## src/hsc_pkg.sv

```systemverilog
// Constants, register map and carrier types for the hot-swap capture and fault policy block.
// Assumes one 25 MHz clock and a two-wire register port sampled synchronously.
// Notes on behaviour
// - Per-buffer resolution bit, 1 high byte, reset ones.
// - Full resolution: upper eight bits, then two LSBs.
// - High-byte mode: one byte per sample.
// - Keep storing stop-delay samples after shutdown.
// - Stop delay ranges zero to fifty samples.
// - Stop delay resets to twenty-five.
// - Fault shutdown follows latched or retry policy.
// - Policy pin low latches, high retries.
// - Policy pin sampled once, shown status bit six.
// - Retry restarts every 200 ms.
// - Latched channel restarts on enable toggle.
// - Unlocked force bit enables channel regardless.
// - Forced channel never shuts down on faults.
// - Force bit sets need key A5.
// - Fault shutdown stops recording after delay.
// - Buffers read as block at four bases.
package hsc_pkg;
  localparam logic [7:0] OFS_STAT3 = 8'h34;   // Third status register
  localparam logic [7:0] OFS_KEY = 8'h39;     // Force-on key
  localparam logic [7:0] OFS_FORCE = 8'h3a;   // force_on_control
  localparam logic [7:0] OFS_RES = 8'h3f;     // buffer_resolution_select
  localparam logic [7:0] OFS_DLY = 8'h40;     // buffer_stop_delay
  localparam logic [7:0] OFS_BUF0 = 8'h46;    // first_channel_voltage_buffer_base
  localparam logic [7:0] OFS_BUF3 = 8'h49;    // Last buffer base
  localparam logic [3:0] RES_RST = 4'hf;
  localparam logic [5:0] DLY_RST = 6'h19;
  localparam logic [5:0] DLY_MAX = 6'h32;
  localparam logic [1:0] FORCE_RST = 2'h0;
  localparam logic [7:0] KEY_RST = 8'h00;
  localparam logic [7:0] KEY_UNLOCK = 8'ha5;
  localparam int STAT3_RETRY_BIT = 6;
  localparam logic [5:0] HIST_LAST = 6'h31;   // Index of the fiftieth sample
  localparam logic [5:0] HIST_LEN = 6'h32;
  localparam int CLK_HZ = 25_000_000;
  localparam int RETRY_MS = 200;
  localparam int RETRY_CYC = RETRY_MS * (CLK_HZ / 1000);
  // One conversion result with its strobe
  typedef struct packed {
    logic valid;
    logic [9:0] data;
  } hsc_smp_t;
  // Register port states, Gray along the usual path
  typedef enum logic [2:0] {
    ST_IDLE = 3'h0,
    ST_ADDR = 3'h1,
    ST_ACK_A = 3'h3,
    ST_WR = 3'h2,
    ST_ACK_W = 3'h6,
    ST_RD = 3'h7,
    ST_ACK_R = 3'h5
  } hsc_st_t;
endpackage

```

## src/hsc_top.sv

```systemverilog
// History capture read-out, stop delay, restart policy and force-on for two channels.
// Assumes SCL/SDA and all other inputs are already synchronous to MCLK.
`timescale 1ns/1ns
`default_nettype none

// Byte FIFO; depth must be a power of two
module hsc_fifo #(
  parameter int W = 8,
  parameter int D = 8
) (
  input wire logic clk,
  input wire logic rst_n,
  input wire logic flush,
  input wire logic in_valid,
  output logic in_ready,
  input wire logic [W-1:0] in_data,
  output logic out_valid,
  input wire logic out_ready,
  output logic [W-1:0] out_data
);
  localparam int AW = $clog2(D);
  logic [W-1:0] mem [D];         // Storage words
  logic [AW:0] wp_q, wp_d;       // Write pointer with wrap bit
  logic [AW:0] rp_q, rp_d;       // Read pointer with wrap bit
  logic push, pop;

  // Pointer update; flush drops everything held
  always_comb begin
    in_ready = !((wp_q[AW] != rp_q[AW]) && (wp_q[AW-1:0] == rp_q[AW-1:0]));
    out_valid = (wp_q != rp_q);
    out_data = mem[rp_q[AW-1:0]];
    push = in_valid && in_ready && !flush;
    pop = out_valid && out_ready && !flush;
    wp_d = flush ? '0 : wp_q + (AW+1)'(push);
    rp_d = flush ? '0 : rp_q + (AW+1)'(pop);
  end

  always_ff @(posedge clk or negedge rst_n) begin
    if (!rst_n) begin
      wp_q <= '0;
      rp_q <= '0;
    end else begin
      wp_q <= wp_d;
      rp_q <= rp_d;
    end
  end

  // Data words need no reset; they are only read while valid
  always_ff @(posedge clk) begin
    if (push) begin
      mem[wp_q[AW-1:0]] <= in_data;
    end
  end
endmodule

module hsc_top #(
  parameter logic [6:0] DEV_ADDR = 7'h30,          // Arbitrary bus address
  parameter int RETRY_CYCLES = hsc_pkg::RETRY_CYC, // Retry wait in clocks
  parameter int FIFO_DEPTH = 8
) (
  input wire logic MCLK,
  input wire logic RESETN,
  input wire logic SCL,
  input wire logic SDA_IN,
  output logic SDA_OUT,
  output logic SDA_OE_N,
  input wire logic RETRY,
  input wire logic [1:0] ON_PIN,
  input wire logic [1:0] CHANNEL_ENABLE_ONE,
  input wire logic [1:0] CHANNEL_ENABLE_TWO,
  input wire logic [1:0] FAULT_IN,
  input wire hsc_pkg::hsc_smp_t [3:0] SMP,
  output logic [1:0] GATE_ON,
  output logic [1:0] SHUT_OFF
);
  import hsc_pkg::*;

  // True for the four history block-read bases
  function automatic logic is_buf(input logic [7:0] a);
    is_buf = (a >= OFS_BUF0) && (a <= OFS_BUF3);
  endfunction

  // Configuration state
  logic [3:0] res_q, res_d;        // Resolution select, one bit per buffer
  logic [5:0] dly_q, dly_d;        // Stop delay in samples
  logic [7:0] key_q, key_d;        // Force-on key
  logic [1:0] force_q, force_d;    // Force-on bits
  logic retry_mode_q, retry_mode_d;
  logic init_q;                    // Set once the policy pin is caught
  // Channel state
  logic [1:0] off_q, off_d;        // Shut down by a fault
  logic [1:0] gate_q, gate_d;
  logic [31:0] tmr_q [2];
  logic [31:0] tmr_d [2];
  // History state
  logic [9:0] hist [4][50];
  logic [5:0] wp_q [4];
  logic [5:0] wp_d [4];
  logic [5:0] cnt_q [4];
  logic [5:0] cnt_d [4];
  logic [3:0] pend_q, pend_d;      // Shutdown seen, delay running
  logic [3:0] stop_q, stop_d;      // Storing halted
  logic [3:0] wr_en;
  // Read-out producer state
  logic [1:0] sel_q, sel_d;
  logic [5:0] ridx_q, ridx_d;
  logic [5:0] rn_q, rn_d;          // Samples already queued
  logic half_q, half_d;            // Low part of a full sample is next
  logic f_in_valid, f_in_ready, f_out_valid, f_pop;
  logic [7:0] f_in_data, f_out_data;
  logic [9:0] cur;
  // Register port state
  hsc_st_t st_q, st_d;
  logic [7:0] sh_q, sh_d;          // Receive shifter
  logic [7:0] tx_q, tx_d;          // Transmit shifter
  logic [7:0] ptr_q, ptr_d;        // Register pointer
  logic [3:0] bit_q, bit_d;
  logic first_q, first_d;          // Next written byte is the pointer
  logic rw_q, rw_d;
  logic oe_n_q, oe_n_d;
  logic scl_q, sda_q, sda_out_q;
  logic wr_stb, buf_init;
  logic start, stop, rise, fall;
  logic [7:0] reg_rdata, nxt;
  logic req, frc;

  // Register writes; key gating on force bits
  always_comb begin
    res_d = res_q;
    dly_d = dly_q;
    key_d = key_q;
    force_d = force_q;
    retry_mode_d = init_q ? retry_mode_q : RETRY;
    if (wr_stb) begin
      case (ptr_q)
        OFS_RES: res_d = sh_q[3:0];
        OFS_DLY: dly_d = (sh_q[5:0] > DLY_MAX) ? DLY_MAX : sh_q[5:0];
        OFS_KEY: key_d = sh_q;
        OFS_FORCE: begin
          // Clearing is always allowed; setting only with the key in place
          force_d = (key_q == KEY_UNLOCK) ? sh_q[1:0] : (force_q & sh_q[1:0]);
        end
        default: ;
      endcase
    end
  end

  // Readable registers; unused bits come back as zero
  always_comb begin
    reg_rdata = 8'h00;
    case (ptr_q)
      OFS_RES: reg_rdata = {4'h0, res_q};
      OFS_DLY: reg_rdata = {2'h0, dly_q};
      OFS_KEY: reg_rdata = key_q;
      OFS_FORCE: reg_rdata = {6'h00, force_q};
      OFS_STAT3: reg_rdata[STAT3_RETRY_BIT] = retry_mode_q;
      default: ;
    endcase
  end

  // Policy pin is caught on the first edge after reset release
  always_ff @(posedge MCLK or negedge RESETN) begin
    if (!RESETN) begin
      res_q <= RES_RST;
      dly_q <= DLY_RST;
      key_q <= KEY_RST;
      force_q <= FORCE_RST;
      retry_mode_q <= 1'b0;
      init_q <= 1'b0;
    end else begin
      res_q <= res_d;
      dly_q <= dly_d;
      key_q <= key_d;
      force_q <= force_d;
      retry_mode_q <= retry_mode_d;
      init_q <= 1'b1;
    end
  end

  // Channel enable, fault shutdown and restart policy
  always_comb begin
    req = 1'b0;
    frc = 1'b0;
    off_d = off_q;
    gate_d = gate_q;
    for (int c = 0; c < 2; c++) begin
      req = ON_PIN[c] & CHANNEL_ENABLE_ONE[c] & CHANNEL_ENABLE_TWO[c];
      frc = force_q[c] && (key_q == KEY_UNLOCK);
      tmr_d[c] = tmr_q[c];
      if (frc) begin
        off_d[c] = 1'b0;
      end else if (off_q[c]) begin
        if (retry_mode_q) begin
          // Retry attempt; a lasting fault trips again and rearms the wait
          if (tmr_q[c] >= 32'(RETRY_CYCLES - 1)) begin
            off_d[c] = 1'b0;
          end else begin
            tmr_d[c] = tmr_q[c] + 32'h0000_0001;
          end
        end else if (!req) begin
          off_d[c] = 1'b0;
        end
      end else if (FAULT_IN[c] && gate_q[c]) begin
        off_d[c] = 1'b1;
        tmr_d[c] = 32'h0000_0000;
      end
      gate_d[c] = frc | (req & !off_d[c]);
    end
  end

  always_ff @(posedge MCLK or negedge RESETN) begin
    if (!RESETN) begin
      off_q <= 2'h0;
      gate_q <= 2'h0;
      for (int c = 0; c < 2; c++) begin
        tmr_q[c] <= 32'h0000_0000;
      end
    end else begin
      off_q <= off_d;
      gate_q <= gate_d;
      for (int c = 0; c < 2; c++) begin
        tmr_q[c] <= tmr_d[c];
      end
    end
  end

  // History recording with the stop delay counted in conversions
  always_comb begin
    pend_d = pend_q;
    stop_d = stop_q;
    wr_en = 4'h0;
    for (int b = 0; b < 4; b++) begin
      wp_d[b] = wp_q[b];
      cnt_d[b] = cnt_q[b];
      if (!off_q[b/2]) begin
        // Channel back up: recording runs again
        pend_d[b] = 1'b0;
        stop_d[b] = 1'b0;
      end else if (!pend_q[b] && !stop_q[b]) begin
        pend_d[b] = 1'b1;
        cnt_d[b] = dly_q;
      end
      if (SMP[b].valid && !stop_q[b]) begin
        if (pend_q[b] && off_q[b/2] && (cnt_q[b] == 6'h00)) begin
          stop_d[b] = 1'b1;
        end else begin
          wr_en[b] = 1'b1;
          wp_d[b] = (wp_q[b] == HIST_LAST) ? 6'h00 : wp_q[b] + 6'h01;
          if (pend_q[b] && off_q[b/2]) begin
            cnt_d[b] = cnt_q[b] - 6'h01;
          end
        end
      end
    end
  end

  // Samples are kept in flops so a read-out before the first fill is defined
  always_ff @(posedge MCLK or negedge RESETN) begin
    if (!RESETN) begin
      pend_q <= 4'h0;
      stop_q <= 4'h0;
      for (int b = 0; b < 4; b++) begin
        wp_q[b] <= 6'h00;
        cnt_q[b] <= 6'h00;
        for (int i = 0; i < 50; i++) begin
          hist[b][i] <= 10'h000;
        end
      end
    end else begin
      pend_q <= pend_d;
      stop_q <= stop_d;
      for (int b = 0; b < 4; b++) begin
        wp_q[b] <= wp_d[b];
        cnt_q[b] <= cnt_d[b];
        if (wr_en[b]) begin
          hist[b][wp_q[b]] <= SMP[b].data;
        end
      end
    end
  end

  // Read-out producer: oldest sample first, formatted into the FIFO
  always_comb begin
    sel_d = sel_q;
    ridx_d = ridx_q;
    rn_d = rn_q;
    half_d = half_q;
    cur = hist[sel_q][ridx_q];
    f_in_valid = (rn_q < HIST_LEN) && !buf_init;
    // High byte first, then the two LSBs in the low bits
    f_in_data = (res_q[sel_q] || !half_q) ? cur[9:2] : {6'h00, cur[1:0]};
    if (buf_init) begin
      sel_d = 2'(sh_q - OFS_BUF0);
      ridx_d = wp_q[2'(sh_q - OFS_BUF0)];
      rn_d = 6'h00;
      half_d = 1'b0;
    end else if (f_in_valid && f_in_ready) begin
      if (res_q[sel_q] || half_q) begin
        ridx_d = (ridx_q == HIST_LAST) ? 6'h00 : ridx_q + 6'h01;
        rn_d = rn_q + 6'h01;
        half_d = 1'b0;
      end else begin
        half_d = 1'b1;
      end
    end
  end

  always_ff @(posedge MCLK or negedge RESETN) begin
    if (!RESETN) begin
      sel_q <= 2'h0;
      ridx_q <= 6'h00;
      rn_q <= HIST_LEN;
      half_q <= 1'b0;
    end else begin
      sel_q <= sel_d;
      ridx_q <= ridx_d;
      rn_q <= rn_d;
      half_q <= half_d;
    end
  end

  // Prefetch buffer so the port never waits on formatting
  hsc_fifo #(.W(8), .D(FIFO_DEPTH)) u_fifo (
    .clk(MCLK),
    .rst_n(RESETN),
    .flush(buf_init),
    .in_valid(f_in_valid),
    .in_ready(f_in_ready),
    .in_data(f_in_data),
    .out_valid(f_out_valid),
    .out_ready(f_pop),
    .out_data(f_out_data)
  );

  // Two-wire register port: address, pointer, writes and block reads
  always_comb begin
    st_d = st_q;
    sh_d = sh_q;
    tx_d = tx_q;
    ptr_d = ptr_q;
    bit_d = bit_q;
    first_d = first_q;
    rw_d = rw_q;
    oe_n_d = oe_n_q;
    wr_stb = 1'b0;
    buf_init = 1'b0;
    f_pop = 1'b0;
    start = scl_q && SCL && sda_q && !SDA_IN;
    stop = scl_q && SCL && !sda_q && SDA_IN;
    rise = SCL && !scl_q;
    fall = !SCL && scl_q;
    // An empty stream answers all ones
    nxt = is_buf(ptr_q) ? (f_out_valid ? f_out_data : 8'hff) : reg_rdata;
    if (start) begin
      st_d = ST_ADDR;
      bit_d = 4'h0;
      oe_n_d = 1'b1;
    end else if (stop) begin
      st_d = ST_IDLE;
      oe_n_d = 1'b1;
    end else begin
      case (st_q)
        ST_ADDR, ST_WR: begin
          if (rise && (bit_q != 4'h8)) begin
            sh_d = {sh_q[6:0], SDA_IN};
            bit_d = bit_q + 4'h1;
          end else if (fall && (bit_q == 4'h8)) begin
            if (st_q == ST_ADDR) begin
              first_d = 1'b1;
              rw_d = sh_q[0];
              st_d = (sh_q[7:1] == DEV_ADDR) ? ST_ACK_A : ST_IDLE;
              oe_n_d = (sh_q[7:1] != DEV_ADDR);
            end else begin
              oe_n_d = 1'b0;
              st_d = ST_ACK_W;
              if (first_q) begin
                ptr_d = sh_q;
                buf_init = is_buf(sh_q);
              end else begin
                wr_stb = 1'b1;
                ptr_d = ptr_q + 8'h01;
              end
            end
          end
        end
        ST_ACK_W: begin
          if (fall) begin
            oe_n_d = 1'b1;
            bit_d = 4'h0;
            first_d = 1'b0;
            st_d = ST_WR;
          end
        end
        ST_ACK_A, ST_ACK_R: begin
          if (rise && (st_q == ST_ACK_R) && SDA_IN) begin
            st_d = ST_IDLE;
          end else if (fall && ((st_q == ST_ACK_R) || rw_q)) begin
            // Load next byte and drive its top bit at once
            tx_d = nxt;
            oe_n_d = nxt[7];
            bit_d = 4'h0;
            st_d = ST_RD;
            if (is_buf(ptr_q)) begin
              f_pop = 1'b1;
            end else begin
              ptr_d = ptr_q + 8'h01;
            end
          end else if (fall) begin
            oe_n_d = 1'b1;
            bit_d = 4'h0;
            st_d = ST_WR;
          end
        end
        ST_RD: begin
          if (rise && (bit_q != 4'h8)) begin
            bit_d = bit_q + 4'h1;
          end else if (fall && (bit_q == 4'h8)) begin
            oe_n_d = 1'b1;
            st_d = ST_ACK_R;
          end else if (fall) begin
            tx_d = {tx_q[6:0], 1'b1};
            oe_n_d = tx_q[6];
          end
        end
        default: st_d = ST_IDLE;
      endcase
    end
  end

  always_ff @(posedge MCLK or negedge RESETN) begin
    if (!RESETN) begin
      st_q <= ST_IDLE;
      sh_q <= 8'h00;
      tx_q <= 8'hff;
      ptr_q <= 8'h00;
      bit_q <= 4'h0;
      first_q <= 1'b0;
      rw_q <= 1'b0;
      oe_n_q <= 1'b1;
      scl_q <= 1'b1;
      sda_q <= 1'b1;
      sda_out_q <= 1'b0;
    end else begin
      st_q <= st_d;
      sh_q <= sh_d;
      tx_q <= tx_d;
      ptr_q <= ptr_d;
      bit_q <= bit_d;
      first_q <= first_d;
      rw_q <= rw_d;
      oe_n_q <= oe_n_d;
      scl_q <= SCL;
      sda_q <= SDA_IN;
      sda_out_q <= 1'b0;
    end
  end

  assign SDA_OUT = sda_out_q;
  assign SDA_OE_N = oe_n_q;
  assign GATE_ON = gate_q;
  assign SHUT_OFF = off_q;
endmodule

`default_nettype wire

```

## config.mk

```make
export PLATFORM = sky130hd
export DESIGN_NAME = hsc_top
export DESIGN_NICKNAME = d
export VERILOG_FILES = /design/src/hsc_pkg.sv /design/src/hsc_top.sv
export SDC_FILE = /design/constraint.sdc
export NUM_CORES = 2
export LEC_CHECK = 0
export BUFFER_PORTS_ARGS = -buffer_cell sky130_fd_sc_hd__buf_2
export CAP_MARGIN = 0
export CORE_UTILIZATION = 60
export CTS_CLUSTER_SIZE = 8
export DETAILED_ROUTE_END_ITERATION = 8
export PLACE_DENSITY = 0.76
export SETUP_SLACK_MARGIN = 0.4
export SLEW_MARGIN = 20
export SYNTH_ARGS = -nofsm -noshare
export SYNTH_HDL_FRONTEND = slang
export SYNTH_SLANG_ARGS = --single-unit
```

## constraint.sdc

```tcl
create_clock -name MCLK -period 5.8 [get_ports MCLK]
set_input_delay 0.58 -clock MCLK [delete_from_list [all_inputs] [get_ports MCLK]]
set_output_delay 0.58 -clock MCLK [all_outputs]
set_load 0.1 [all_outputs]
```

* After elaboration in Yosys (flattened, before gate mapping) *
Memories as Yosys holds them, arrays and structs flattened.
Cells that the tools add are included.

cells by class
  mux-type cells = 187
  reductions and logical operators = 99
  divide/modulo/power cells = 0
  equality and inequality tests = 52
  multiply operators = 0
  bitwise logic cells = 25
  order comparisons = 20
  shift operators = 0
  add/subtract/negate cells = 17

operators by type and width
  kind                                                                          count
  500-bit bitwise mux                                                           4
  500-bit binary-select mux with 2-bit select                                   1
  500-bit 2-to-1 mux                                                            2
  32-bit 2-to-1 mux                                                             8
  10-bit demux with 6-bit select                                                4
  6-bit 2-to-1 mux                                                              34
  1-bit 2-to-1 mux                                                              82
  8-bit 2-to-1 mux                                                              10
  32-bit by 1-bit adder with 32-bit output, second input constant               2
  32-bit by 23-bit >= comparator with 1-bit output, second input constant       2
  10-bit binary-select mux with 6-bit select                                    1
  10-bit 2-to-1 mux                                                             6
  1-bit logical AND                                                             44
  6-bit by 1-bit adder with 6-bit output, second input constant                 6
  7-bit >= comparator, second input constant                                    5
  7-bit 2-to-1 mux                                                              5
  6-bit inverter with 7-bit output                                              5
  8-bit by 6-bit == test with 1-bit output, second input constant               4
  4-bit 2-to-1 mux                                                              8
  2-bit != test, second input constant                                          16
  6-bit == test, second input constant                                          5
  3-bit 2-to-1 mux                                                              10
  7-bit by 1-bit less-than comparator with 1-bit output, second input constant  4
  6-bit zero test                                                               4
  other kinds (55)                                                              128

storage, ports and cells
  input port bits = 57
  latch bits = 0
  memories = 1
  bits in registers = 2204
  logic and storage cells = 640
  RAM bits = 64
  ROM bits = 0

memories
  memory      depth  width  rd ports  clocked after Yosys merged registers in  wr ports  RTL line       source
  u_fifo.mem  8      8      1         0                                        1         hsc_top.sv:22  logic [W-1:0] mem [D];

* Depth between registers and ports, before layout *
  depth in word-level cells = 15
  depth in mapped cells = 14

* Hierarchy *
Synthesis repeated with hierarchy kept, for this count alone.

second synthesis, totals
  cell total of the unflattened synthesis = 7029
  area total of the unflattened synthesis = 105695.1 um^2

modules (own cells, without submodules)
  module    cells each  area each (um^2)  times used  seq. area each (um^2)
  hsc_top   6884        102706.0          1           54977.7
  hsc_fifo  145         2989.1            1           2122.0

* Least setup slack after synthesis *
No wires, ideal clock.

  path type = register to register
  start point = reg sel_q[0]
  end point = mem u_fifo.mem[0][1], data pin
  data required time = 5.482 ns
  buffers on the path = 6
  cell stages (with the launch flop) = 14
  path slack = 2.707 ns
  period minus slack after synthesis = 3.093 ns
  setup time = 0.318 ns
  data arrival time = 2.775 ns
  cell sequence = dfrtp_1 -> buf_6 -> buf_8 -> buf_6 -> buf_8 -> buf_8 -> inv_1 -> clkbuf_1 -> nand2_1 -> a311oi_1 -> a21oi_1 -> o211ai_1 -> a32oi_1 -> a2111oi_1

on the way
  cells in the longest elaborated chain, start to end = 8
  elaborated cells on any way between the ends = 11
  those cells by class = 9 x mux; 1 x bitwise; 1 x reduce/logical

ends and longest elaborated chain
  item                                                    RTL line        source
  from (decl)                                             hsc_top.sv:105  logic [1:0] sel_q, sel_d;
  from (signal assigned)                                  hsc_top.sv:315  sel_q <= sel_d;
  2-bit inverter with 3-bit output (implied by the code)  hsc_top.sv:288  cur = hist[sel_q][ridx_q];
  500-bit binary-select mux with 2-bit select             hsc_top.sv:288
  500-bit 2-to-1 mux (implied by the code) (2 in a row)   hsc_top.sv:288
  10-bit binary-select mux with 6-bit select              hsc_top.sv:288
  10-bit 2-to-1 mux (implied by the code) (2 in a row)    hsc_top.sv:288
  8-bit 2-to-1 mux (*)                                    hsc_top.sv:291  f_in_data = (res_q[sel_q] || !half_q) ? cur[9:2] : {6'h00, cur[1:0]};
  net f_in_data[1]                                        hsc_top.sv:110  logic [7:0] f_in_data, f_out_data;
  to (decl)                                               hsc_top.sv:22

Mark *: on every way through the listed nets, which the timed path passes. The rest lies on a longest branch. The select of a mux whose other input is x is not followed.

* Worst setup path after layout *
  start point = reg sel_q[0]
  end point = mem u_fifo.mem[6][1], data pin

Same word-level chain as after synthesis.

==> summary.md <==
| Metric | Value |
|---|---|
| Status | `finished, violations left` |
| Failing checks | `design-rule violations` |
| PD cells | `440 nW/um2` |
| Number of global-route vias before repair | `70.2k` |
| Lkg Pwr | `52.9 nW` |
| DR vias | `67.7k` |
| Grt total ovfl | `0` |
| Initial drt markers | `8,194` |
| Hold Crit Class | `in2reg` |
| Overall die width | `419 um` |
| Reg-to-reg startpoint | `sel_q[0]` |
| Core area | `172,000 um2` |
| Worst slew pin tran | `1310 ps` |
| Post-synth top area cell | `dfrtp_1` |
| First-pass GRT wire length | `493,000 um` |
| Switch share | `0.276` |
| Fill cell count | `11.6k` |
| Clock Latency Late Sink | `990 ps` |
| Pint | `37.2 mW` |
| Avg Synthesized Cell Area | `15.1 um2` |
| H-tree depth | `5` |
| IO Count | `63` |
| Pin count of the biggest net entering global routing | `163` |
| Combinational share of power | `0.211` |
| Clk buf depth | `4` |
| Yosys Warn Count | `0` |
| Max-slew violations | `0` |
| Most frequent cells in the layout | `dfrtp_1, mux2_2, mux4_2` |
| Reg power frac | `0.459` |
| Storage cell area | `57,100 um2` |
| Achievable Freq | `213 MHz` |
| Setup crit start kind | `register` |
| Routed WL | `337,000 um` |
| Final ANT Viol Nets | `0` |
| Final core occ | `0.678` |
| WL per Instance | `35.5 um` |
| Worst R2R End | `u_fifo.mem[6][1]` |
| TritonCTS Buffers | `333` |
| Tmin final | `4690 ps` |
| Synthesis-stage register bit count | `2,268` |
| Clock sinks | `2,268` |
| Clk slew on worst S/H paths | `50 ps` |
| Sw power | `14.2 mW` |
| RSZ-0062 raised after global routing | `no` |
| Commonest non-fill, non-tap cell in the layout | `dfrtp_1` |
| CP required | `6390 ps` |
| Placed cells | `9,063` |
| CP endpoint kind | `register` |
| R2r setup slk | `1120 ps` |
| FFs w/ async S/R, synth | `0.972` |
| Detailed Routing Iterations Pass 1 | `9` |
| Multi-input logic area | `45,200 um2` |
| Post-route clock period utilization | `0.808` |
| Hold path startpoint | `SMP[21]` |
| Root Buffer | `clkbuf_16` |
| EDFF count, synth | `64` |
| Setup violators final | `0` |
| Largest cells by area after synthesis | `dfrtp_1, mux2_2, mux4_2` |
| R2R cell count | `7` |
| Crit Path Class | `reg2reg` |
| Post-cts repair resize count | `0` |
| Clock share of power | `0.330` |
| Hold Violations, Final | `0` |
| Number of library cell types mapped by synthesis | `90` |
| Syn-to-layout area delta | `11.7%` |
| Synthesized area | `105,000 um2` |
| Min Hold Slack | `37.7 ps` |
| Register area share after synthesis | `0.546` |
| Drc violations | `1` |
| Port buffer count | `61` |
| CTS tree | `done` |
| Site Rows | `152` |
| VDD IR max | `336 uV` |
| Initial antenna violation count | `30` |
| Post-layout net count | `7,187` |
| Area share of the largest cell type after synthesis | `0.523` |
| DIE HEIGHT | `419 um` |
| Clk_skew | `72.8 ps` |
| WHS Endpoint | `stop_q[1]` |
| Syn Nets | `7,023` |
| Worst Hold Path Cells | `3` |
| GR Util All Layers | `0.392` |
| Initial Util | `0.607` |
| Post-DP HPWL | `197,000 um` |
| Layout cells sized above 1 | `0.468` |
| Post-route insts no fill | `9,474` |
| CP arrival | `5280 ps` |
| Via-to-Cell Ratio | `7.15` |
| Crit-path max FO | `55` |
| Max-cap violations | `0` |
| Ys flop type | `dfrtp_1` |
| Setup Total Neg Slack | `0 ps` |
| Mapped Cells | `6,938` |
| Die area | `176,000 um2` |
| RePlAce Congestion | `1.02` |
| Worst rel slew slack | `0.117` |
logic make-up after synthesis:
| family | share of synthesized area |
|---|---|
| muxes | 0.355 |
| DFF | 0.546 |
| and+or+nand+nor | 0.0423 |
| buffers and inverters | 0.0229 |
| AOI/OAI and AO/OA | 0.0252 |
| xor gates and xnor gates | 0.00461 |
| adders and majority gates | 0.00345 |
| other | 0.0000718 |
per-stage QoR:
| step | setup slack (ps) | power, mW | cell area, um2 |
|---|---|---|---|
| 5_1_grt | 1250 | 53.2 | 117000 |
| 4_1_cts | 1410 | 51.2 | 117000 |
| 3_5_place_dp | 1420 | 34.2 | 108000 |
| 6_report | 1120 | 51.4 | 117000 |
| 3_3_place_gp | 1220 | 33.5 | 108000 |
| 2_1_floorplan | 2710 | 30.5 | 105000 |
per-layer routing:
metal  track usage  wire, um  up-vias  share of wire
met5       0.00333       269        -        0.00080
met4         0.240     24500       32          0.073
met3         0.133     39500     1355           0.12
met2         0.583    151000     4307           0.45
met1         0.497    121000    35947           0.36
li1              -         -    26104              -
cell usage after synthesis, types with 25 or more instances:
cell type,n
nor3_1,57
dfrtp_1,2184
ha_1,28
nand2_1,211
buf_4,32
buf_1,29
clkbuf_1,342
nor2_1,299
nor4_1,25
mux4_2,574
mux2_2,2020
nand3_1,85
edfxtp_1,64
o21ai_0,89
mux2i_1,117
a22oi_1,27
buf_2,53
a21oi_1,100
xnor2_1,40
inv_1,57
nor2b_1,39
power by group through the flow:
| stage | logic (mW) | registers (mW) | clock network, mW |
|---|---|---|---|
| CTS | 10.6 | 23.5 | 17.0 |
| detailed placement | 10.6 | 23.6 | 0 |
| finish | 10.9 | 23.6 | 17.0 |
| floorplan | 8.02 | 22.5 | 0 |
| global placement | 10.1 | 23.3 | 0 |
| global route | 11.3 | 24.1 | 17.7 |
area by class of cell:
type | count | area share
Timing Repair Buffer | 307 | 0.0227
Inverter | 60 | 0.00199
Clock buffer | 372 | 0.0735
Multi-Input combinational cell | 4132 | 0.387
Clock inverter | 9 | 0.000803
Tap cell | 2310 | 0.0247
Sequential cell | 2268 | 0.489
Antenna cell | 16 | 0.000343
critical path: stages, from the launching register on:
cell,delay (ps)
dfrtp_4,1020
buf_12,460
mux4_2,560
nor2b_1,140
a211oi_1,640
a31oi_1,160
a21oi_1,860
a2111oi_4,320
worst max-delay path by stage:
stage,start,end
after floorplan,sel_q[0],u_fifo.mem[0][1]
after global placement,sel_q[0],u_fifo.mem[4][1]
after detailed placement,ridx_q[1],u_fifo.mem[7][7]
after CTS,ridx_q[1],u_fifo.mem[7][7]
after global routing,sel_q[0],u_fifo.mem[7][2]
final,sel_q[0],u_fifo.mem[6][1]
what timing repair did:
item                       4_1_cts  5_1_grt
setup buffers                    0        0
hold buffers                    12        0
hold endpoints to repair        91        0
setup endpoints to repair        0        0
state kept, by name, indices dropped and copies added (netlist names), 7 cells and up:
register and count:
hist 2000, tmr_q 64, u_fifo.mem 64, cnt_q 24
wp_q 24, key_q 8, ptr_q 8, sh_q 8
tx_q 7
Note: power is estimated with default switching activity, not from simulation.
